### src/verilog/ras_defs.vh
// Purpose: constants for the return address stack
// Assumes: classic wishbone, 8-bit data in low lane of a 32-bit word
// Notes:   offsets are byte addresses on the bus
`ifndef RAS_DEFS_VH
`define RAS_DEFS_VH
`define RAS_PTR_OFS      8'hDF
`define RAS_ENTRY_BASE   8'hF0
`define RAS_ENTRY_LAST   8'hFF
`define RAS_GIE_BIT      7
`define RAS_PTR_RST      3'h7
`define RAS_GIE_RST      1'h0
`define RAS_HI_RST       5'h00
`define RAS_LO_RST       8'h00
`define RAS_DEPTH        8
`define RAS_PC_W         13
`endif

### src/verilog/ras_ptr.v
// Purpose: stack pointer with push, pop and software load
// Assumes: push and pop never both high
// Notes:   wraps modulo eight, no error flag
`timescale 1ns/1ns
`include "ras_defs.vh"
module ras_ptr (
	// clock and reset
	input  wire       clk_i,
	input  wire       rst_i,
	// controls
	input  wire       push_i,
	input  wire       pop_i,
	input  wire       load_i,
	input  wire [2:0] load_val_i,
	// state
	output reg  [2:0] ptr_o
);
	always @(posedge clk_i) begin
		if (rst_i) begin
			ptr_o <= `RAS_PTR_RST;
		end else if (push_i) begin
			ptr_o <= ptr_o - 3'h1;
		end else if (pop_i) begin
			ptr_o <= ptr_o + 3'h1;
		end else if (load_i) begin
			ptr_o <= load_val_i;
		end
	end
endmodule // ras_ptr

### src/verilog/ras_mem.v
// Purpose: eight entries of 13-bit saved program counter
// Assumes: one write port, two read indexes
// Notes:   flip-flop storage
`timescale 1ns/1ns
`include "ras_defs.vh"
module ras_mem (
	// clock and reset
	input  wire        clk_i,
	input  wire        rst_i,
	// write port
	input  wire        we_i,
	input  wire [2:0]  widx_i,
	input  wire [12:0] wdat_i,
	// read ports
	input  wire [2:0]  ridx_i,
	output wire [12:0] rdat_o,
	input  wire [2:0]  sidx_i,
	output wire [12:0] sdat_o
);
	reg [12:0] ent_q [0:7];
	integer i;
	always @(posedge clk_i) begin
		if (rst_i) begin
			for (i = 0; i < `RAS_DEPTH; i = i + 1) begin
				ent_q[i] <= {`RAS_HI_RST, `RAS_LO_RST};
			end
		end else if (we_i) begin
			ent_q[widx_i] <= wdat_i;
		end
	end
	assign rdat_o = ent_q[ridx_i];
	assign sdat_o = ent_q[sidx_i];
endmodule // ras_mem

### src/verilog/ras_top.v
// Purpose: return address stack with wishbone register access
// Assumes: sequencer pulses push or pop one cycle; inputs synchronous
// Notes:   push wins over a bus write to the pointer or an entry in the same cycle
//
// Notes on behaviour
// - eight entries save the program counter on call and interrupt entry
// - three bit pointer sits in bits 2..0 of the pointer register
// - entry keeps pc 12..8 in high byte low bits, 7..0 in low byte
// - push decrements pointer, pop increments it
// - push happens on call instruction and interrupt entry
// - interrupt return and subroutine return both pop
// - pop returns the newest entry to the program counter
// - push writes entry indexed by inverted old pointer
// - ninth push wraps pointer to 110, overflow, entry lost
// - pointer at 0xDF, entry bytes at 0xF0 to 0xFF
// - bit 7 is global interrupt enable, resets 0; pointer resets 111
//
// Chosen here: the Wishbone register port.
`timescale 1ns/1ns
`include "ras_defs.vh"
module ras_top (
	// clock and reset
	input  wire        clk_i,
	input  wire        rst_i,
	// wishbone slave
	input  wire        wb_cyc_i,
	input  wire        wb_stb_i,
	input  wire        wb_we_i,
	input  wire [7:0]  wb_adr_i,
	input  wire [3:0]  wb_sel_i,
	input  wire [31:0] wb_dat_i,
	output reg  [31:0] wb_dat_o,
	output reg         wb_ack_o,
	// sequencer
	input  wire        call_i,
	input  wire        irq_entry_i,
	input  wire        subroutine_return_instr_i,
	input  wire        interrupt_return_instr_i,
	input  wire [12:0] pc_i,
	output reg  [12:0] ret_pc_o,
	output reg         ret_valid_o,
	output reg         global_irq_enable_o,
	output reg         stack_overflow_o
);
	//****************************************
	// stack control
	//****************************************
	wire        push = call_i | irq_entry_i;
	wire        pop  = ~push & (subroutine_return_instr_i | interrupt_return_instr_i);
	wire [2:0]  pointer_bits;
	wire [12:0] top_dat;
	wire [12:0] sw_dat;
	reg         gie_q;
	reg  [2:0]  cnt_q;
	wire [2:0]  ptr_up  = pointer_bits + 3'h1;

	// entry addressed by a pointer value; push and pop must agree on it
	function [2:0] ras_entry_of;
		input [2:0] ptr;
		begin
			ras_entry_of = ~ptr;
		end
	endfunction

	// bus decode
	wire        req     = wb_cyc_i & wb_stb_i & ~wb_ack_o;
	wire        wr      = req & wb_we_i & wb_sel_i[0];
	wire        hit_ptr = (wb_adr_i == `RAS_PTR_OFS);
	wire        hit_ent = (wb_adr_i >= `RAS_ENTRY_BASE);
	// entry pairs: even offset high byte, odd low byte, F0/F1 = entry 7
	wire [2:0]  sw_idx  = 3'h7 - wb_adr_i[3:1];
	wire        sw_lo   = wb_adr_i[0];
	wire        sw_we   = wr & hit_ent & ~push;
	wire [12:0] sw_wdat = sw_lo ? {sw_dat[12:8], wb_dat_i[7:0]}
	                            : {wb_dat_i[4:0], sw_dat[7:0]};

	ras_ptr u_ptr (
		.clk_i      (clk_i),
		.rst_i      (rst_i),
		.push_i     (push),
		.pop_i      (pop),
		.load_i     (wr & hit_ptr),
		.load_val_i (wb_dat_i[2:0]),
		.ptr_o      (pointer_bits)
	);

	ras_mem u_mem (
		.clk_i  (clk_i),
		.rst_i  (rst_i),
		.we_i   (push | sw_we),
		.widx_i (push ? ras_entry_of(pointer_bits) : sw_idx),
		.wdat_i (push ? pc_i : sw_wdat),
		.ridx_i (ras_entry_of(ptr_up)),
		.rdat_o (top_dat),
		.sidx_i (sw_idx),
		.sdat_o (sw_dat)
	);

	//****************************************
	// sequencer outputs
	//****************************************
	// overflow: count of occupied levels saturates at seven, pointer 111 then marks eight full; a ninth push loses data
	always @(posedge clk_i) begin
		if (rst_i) begin
			ret_pc_o         <= 13'h0000;
			ret_valid_o      <= 1'b0;
			stack_overflow_o <= 1'b0;
			cnt_q            <= 3'h0;
		end else begin
			ret_valid_o <= pop;
			if (pop) begin
				ret_pc_o <= top_dat;
			end
			// a push wins over a pointer write in the same cycle, so the flag set
			// by a ninth push is never lost to a clear the pointer did not take
			if (push) begin
				stack_overflow_o <= stack_overflow_o |
					((cnt_q == 3'h7) & (pointer_bits == 3'h7));
				if (cnt_q != 3'h7) begin
					cnt_q <= cnt_q + 3'h1;
				end
			end else if (pop) begin
				cnt_q <= (cnt_q == 3'h0) ? 3'h0 : cnt_q - 3'h1;
				stack_overflow_o <= 1'b0;
			end else if (wr & hit_ptr) begin
				cnt_q <= 3'h7 - wb_dat_i[2:0];
				stack_overflow_o <= 1'b0;
			end
		end
	end

	//****************************************
	// interrupt enable
	//****************************************
	always @(posedge clk_i) begin
		if (rst_i) begin
			gie_q               <= `RAS_GIE_RST;
			global_irq_enable_o <= `RAS_GIE_RST;
		end else begin
			if (wr & hit_ptr) begin
				gie_q <= wb_dat_i[`RAS_GIE_BIT];
			end
			global_irq_enable_o <= (wr & hit_ptr) ? wb_dat_i[`RAS_GIE_BIT] : gie_q;
		end
	end

	//****************************************
	// bus answer
	//****************************************
	// every address answers in one cycle; unmapped reads return zero
	always @(posedge clk_i) begin
		if (rst_i) begin
			wb_ack_o <= 1'b0;
			wb_dat_o <= 32'h0000_0000;
		end else begin
			wb_ack_o <= req;
			if (req & ~wb_we_i) begin
				if (hit_ptr) begin
					wb_dat_o <= {24'h00_0000, gie_q, 4'h0, pointer_bits};
				end else if (hit_ent & sw_lo) begin
					wb_dat_o <= {24'h00_0000, sw_dat[7:0]};
				end else if (hit_ent) begin
					wb_dat_o <= {24'h00_0000, 3'h0, sw_dat[12:8]};
				end else begin
					wb_dat_o <= 32'h0000_0000;
				end
			end
		end
	end
endmodule // ras_top

### config.mk
export PLATFORM = sky130hd
export DESIGN_NAME = ras_top
export DESIGN_NICKNAME = d
export VERILOG_FILES = /design/src/verilog/ras_ptr.v /design/src/verilog/ras_mem.v /design/src/verilog/ras_top.v
export VERILOG_INCLUDE_DIRS = /design/src /design/src/verilog
export SDC_FILE = /design/constraint.sdc
export NUM_CORES = 1
export LEC_CHECK = 0
export BUFFER_PORTS_ARGS = -buffer_cell sky130_fd_sc_hd__clkbuf_2
export CORE_MARGIN = 2
export CORE_UTILIZATION = 30
export CTS_CLUSTER_SIZE = 20
export DETAILED_ROUTE_END_ITERATION = 10
export GPL_ROUTABILITY_DRIVEN = 0
export PLACE_DENSITY_LB_ADDON = 0.12
export SLEW_MARGIN = 25
export SYNTH_ARGS = -nofsm -noshare
export SYNTH_HDL_FRONTEND = slang
export SYNTH_SLANG_ARGS = --single-unit
### constraint.sdc
create_clock -name clk_i -period 3.7 [get_ports clk_i]
set_input_delay 0.555 -clock clk_i [delete_from_list [all_inputs] [get_ports clk_i]]
set_output_delay 0.555 -clock clk_i [all_outputs]
set_load 0.02 [all_outputs]
; Yosys cells after proc, flatten, opt, wreduce, memory -nomap -nowiden
; Memory sizes are Yosys's and may differ from the RTL's. A register that Yosys moved wholly into a read port is not among the register bits.
; Index checks and enable logic that the tools add are counted.
[totals]
reg_bits = 42
latch_bits = 0
ramBits = 104
romBits = 0
input_bits = 66
output_inout_bits = 49
elab_cells = 69
n_memories = 1
[mem_list]
columns = name, words, width, rd, rd_clocked_by_memory_dff, wr, line_no
row1 = u_mem.ent_q, 8, 13, 2, 1, 8, ras_mem.v:20  ; reg [12:0] ent_q [0:7];
[op_classes]
n_addsub = 6
n_mul = 0
div = 0
order_cmp = 1
n_eq_ne = 5
n_shift = 0
muxes = 25
bitwise = 20
n_reduce_logical = 4
[ops]
columns = op, n
row1 = 13-bit two-way mux, 3
row2 = 3-bit two-way mux, 10
row3 = 8-bit two-way mux, 2
row4 = 13-bit OR reduction, 1
row5 = 1-bit bitwise AND, 11
row6 = 1-bit two-way mux, 9
row7 = "8-bit equality test, second input constant", 1
row8 = "8-bit >= comparator, second input constant", 1
row9 = "3-bit by 1-bit adder with 3-bit output, second input constant", 2
row10 = "3-bit equality test, second input constant", 2
row11 = 3-bit NOT, 2
row12 = "3-bit by 1-bit subtractor with 3-bit output, second input constant", 2
row13 = "3-bit subtractor, first input constant", 2
row14 = 5-bit two-way mux, 1
row15 = 1-bit OR, 4
row16 = 3-bit logical NOT, 1
row17 = "3-bit != test, second input constant", 1
row18 = 1-bit NOT, 3
row19 = 3-bit nonzero test, 1
row20 = "2-bit by 1-bit != test with 1-bit output, second input constant", 1
row21 = 2-bit AND reduction, 1

; Logic depth before layout (Yosys ltp)
[depth]
word_depth = 12
depth_mapped = 9
depth_no_buf = 7

; Modules after synthesis
; From an unflattened synthesis, not the netlist that was laid out.
[unflattened]
cells_unflattened = 615
hier_area_um2 = 7816.2
[modules_own_cells]
columns = module, instances, cells_each, area_per_inst_um2, seq_area_each_um2
row1 = ras_mem, 1, 350, 5713.0, 3123.0
row2 = ras_top, 1, 236, 1883.1, 560.5
row3 = ras_ptr, 1, 29, 220.2, 60.1

; Worst setup path before layout
; No wires, ideal clock.
[synth_path]
path_type = register to register
from = reg u_ptr.ptr_o[0]
to = reg ret_pc_o[0], read port of u_mem.ent_q
setup_time_ps = 137
arrival_ps = 2271
required_ps = 3563
setup_slack_ps = 1292
stages_incl_launch_ff = 9
path_buffers = 3
period_less_slack_ps = 2408
path_cell_list = dfxtp_1 -> buf_1 -> inv_1 -> ha_1 -> buf_4 -> buf_2 -> mux4_2 -> mux2i_1 -> a211oi_1
[synth_between]
elab_chain_len = 2
[synth_rtl]
columns = element, line_no
row1 = from (decl), ras_ptr.v:16  ; output reg [2:0] ptr_o
row2 = from (signal assigned), ras_ptr.v:20  ; ptr_o <= `RAS_PTR_RST;
row3 = from (signal assigned), ras_ptr.v:22  ; ptr_o <= ptr_o - 3'h1;
row4 = from (signal assigned), ras_ptr.v:24  ; ptr_o <= ptr_o + 3'h1;
row5 = 3-bit by 1-bit adder with 3-bit output, ras_top.v:55  ; wire [2:0] ptr_up = pointer_bits + 3'h1;
row6 = 3-bit NOT, ras_top.v:61  ; ras_entry_of = ~ptr;
row7 = to (decl), ras_top.v:40  ; output reg [12:0] ret_pc_o,
; No other way between the ends.
; A chain may end at the register's enable or synchronous reset.

; Final worst setup path
[layout_path]
from = reg u_ptr.ptr_o[1]
to = reg ret_pc_o[7], read port of u_mem.ent_q
; Same word-level chain as after synthesis.

==> results.sh <==
export IMPL_ys_flop_type="edfxtp_1"
export IMPL_hold_path_class="in2reg"
export IMPL_drc=0
export IMPL_clk_pin_slew_worst_paths_ns=0.07
export IMPL_hold_viol=0
export IMPL_max_freq_mhz=375
export IMPL_coreArea_sq_um=24200
export IMPL_clock_path_buffers=2
export IMPL_clock_sinks=135
export IMPL_crit_type="reg2reg"
export IMPL_worst_slew_pin_slew_ns=0.841
export IMPL_power_frac_seq=0.419
export IMPL_swShare=0.284
export IMPL_final_common_cell="nor2_1"
export IMPL_htreeDepth=4
export IMPL_power_share_clock=0.403
export IMPL_relSlewSlack=0.440
export IMPL_drt_first_pass_iters=5
export IMPL_period_share=0.720
export IMPL_syn_to_final_growth_pct=17.2
export IMPL_slew_viol_final=0
export IMPL_multi_input_area_sq_um=3320
export IMPL_n_antenna_cell=0
export IMPL_cp_required_ns=4.00
export IMPL_ys_seq_area_frac=0.507
export IMPL_p_int_mw=3.03
export IMPL_syn_avg_cell_area_sq_um=11.8
export IMPL_regArea_sq_um=3740
export IMPL_ir_drop_v=0.000303
export IMPL_drt_iter0_drc=395
export IMPL_synth_area_sq_um=7390
export IMPL_fin_tns_setup_ns=0
export IMPL_cts_root_buf="clkbuf_16"
export IMPL_synth_seq_cells=135
export IMPL_cp_end_kind="flop"
export IMPL_vias=5284
export IMPL_ctsResizeCount=0
export IMPL_cp_max_fo=17
export IMPL_post_dp_hpwl_microns=15800
export IMPL_cts_inserted_buffers=17
export IMPL_clock_skew_ns=0.0115
export IMPL_n_fill_cell=2389
export IMPL_post_route_min_period_ns=2.66
export IMPL_pin_count=115
export IMPL_hold_buffers=0
export IMPL_async_reset_ff_frac=0
export IMPL_leakage_nw=3.29
export IMPL_dieWidth_microns=161
export IMPL_ys_warnings_count=0
export IMPL_tritoncts="done"
export IMPL_die_area_sq_um=25900
export IMPL_routed_via_density=5.11
export IMPL_syn_inst=626
export IMPL_p_per_area_nw_per_um2=490
export IMPL_grt_overflow=0
export IMPL_synth_edf_count=104
export IMPL_antenna_found_initial=0
export IMPL_drive_gt1_frac=0.266
export IMPL_grt_max_degree=33
export IMPL_finalPower_mw=4.24
export IMPL_p_switching_mw=1.21
export IMPL_grt_pass1_wl_microns=33800
export IMPL_wl_per_cell_microns=21.4
export IMPL_synth_distinct_cells=53
export IMPL_setup_viol=0
export IMPL_grt_pass1_vias=5380
export IMPL_start_kind="flop"
export IMPL_outcome="completed"
export IMPL_grt_use_total=0.177
export IMPL_die_height_microns=161
export IMPL_final_cell_mix="nor2_1 (144), edfxtp_1 (104), clkbuf_2 (63)"
export IMPL_insertion_delay_ns=0.43
export IMPL_start_util=0.305
export IMPL_arrival_ns=2.97
export IMPL_rsz0062_at_grt="false"
export IMPL_port_buffers=63
export IMPL_rows=57
export IMPL_comb_power_share=0.178
export IMPL_drt_wl_total_microns=22200
export IMPL_postCtsSetupBuffers=0
export IMPL_num_nets_final=772
export IMPL_drv_cap=0
export IMPL_final_antenna_net_count=0
[sequential cells by signal, indices dropped and copies added, names as in the netlist]
register and count:
u_mem.ent_q 104, ret_pc_o 13, wb_dat_o 8, cnt_q 3, u_ptr.ptr_o 3, gie_q 1, ret_valid_o 1, stack_overflow_o 1
wb_ack_o 1
[per-layer routing]
layer	global-route usage	part of all wire	up-vias
met4	0.0487	0.014	0
met3	0.0359	0.052	22
li1	-	-	2432
met5	0	0	-
met2	0.301	0.49	200
met1	0.230	0.44	2630
[critical path, cell delays in order (launching register included)]
cell and delay, ns:
dfxtp_1 0.40, inv_1 0.14, ha_2 0.80, buf_4 0.32, mux4_2 0.52, mux2i_1 0.25
a211oi_1 0.11
[synth_stat cells (2+ instances only)]
| master | n | area, sq um |
|---|---|---|
| a221oi_4 | 5 | 131 |
| a22oi_1 | 12 | 90.1 |
| a22o_1 | 3 | 26.3 |
| dfxtp_1 | 31 | 621 |
| ha_1 | 8 | 100 |
| o2bb2ai_1 | 3 | 26.3 |
| o21ai_1 | 4 | 20.0 |
| nor3b_1 | 2 | 15.0 |
| nand2b_1 | 9 | 56.3 |
| a21oi_1 | 12 | 60.1 |
| buf_6 | 3 | 33.8 |
| nor3_2 | 2 | 20.0 |
| buf_4 | 27 | 203 |
| nor2_1 | 146 | 548 |
| nand2_1 | 25 | 93.8 |
| and3_1 | 7 | 43.8 |
| o21ai_0 | 7 | 35.0 |
| a31oi_1 | 3 | 18.8 |
| mux4_2 | 40 | 901 |
| or2_1 | 2 | 12.5 |
| a211oi_1 | 21 | 158 |
| nor3_1 | 2 | 10.0 |
| edfxtp_1 | 104 | 3120 |
| inv_1 | 8 | 30.0 |
| mux2i_1 | 40 | 400 |
| or2_2 | 2 | 12.5 |
| or3_1 | 4 | 25.0 |
| buf_1 | 2 | 7.51 |
| mux2_2 | 7 | 78.8 |
| clkbuf_1 | 23 | 86.3 |
| nand3_1 | 19 | 95.1 |
| nand4_1 | 4 | 25.0 |
| o31ai_1 | 2 | 15.0 |
| nor2b_1 | 7 | 43.8 |
| buf_2 | 12 | 60.1 |
[metrics by stage]
step                instance area [sq um]   util  setup slack [ns]  instances  hold WS, ns
finish                               8660  0.357              1.04       1035        0.413
floorplan                            7470      -              1.29        649        0.462
CTS                                  8660  0.357             0.966       1035        0.390
global route                         8660  0.357             0.850       1035        0.422
global placement                     8070  0.333             0.663       1003        0.463
detailed placement                   8070  0.333             0.588       1003        0.466
[path summary, 6_finish.rpt]
path                            slack (ns)  cells past startpoint            from          end
worst min-delay path                  0.41                      3     wb_dat_i[7]        gie_q
worst max-delay path                  1.04                      6  u_ptr.ptr_o[1]  ret_pc_o[7]
worst min register to register        0.47                      2           gie_q        gie_q
worst max register to register        1.04                      6  u_ptr.ptr_o[1]  ret_pc_o[7]
[logic make-up (layout without fill, tap and decap cells)]
family / Yosys count / in the layout / synth area share
simple gates: 236 / 236 / 0.141
buf+inv: 75 / 137 / 0.0569
mux: 88 / 88 / 0.188
fa+ha+maj: 8 / 8 / 0.0135
other cells: 1 / 24 / 0.000508
flops: 135 / 135 / 0.507
compound gates: 83 / 83 / 0.0931
[power groups by stage]
stage               combinational (mW)  clock (mW)  sequential (mW)
floorplan                        0.517           0             1.81
global placement                 0.754           0             1.80
detailed placement               0.759           0             1.81
CTS                              0.761        1.75             1.77
global route                     0.812        1.80             1.79
finish                           0.754        1.71             1.77
[final cells by class]
class	count	area share
tap	324	0.0468
multi-input combinational	439	0.383
clock buffer	17	0.0491
clock inverter	15	0.0191
inverter	8	0.00347
timing repair buffer	97	0.0659
sequential	135	0.432
Note: power is estimated with default switching activity, not from simulation.
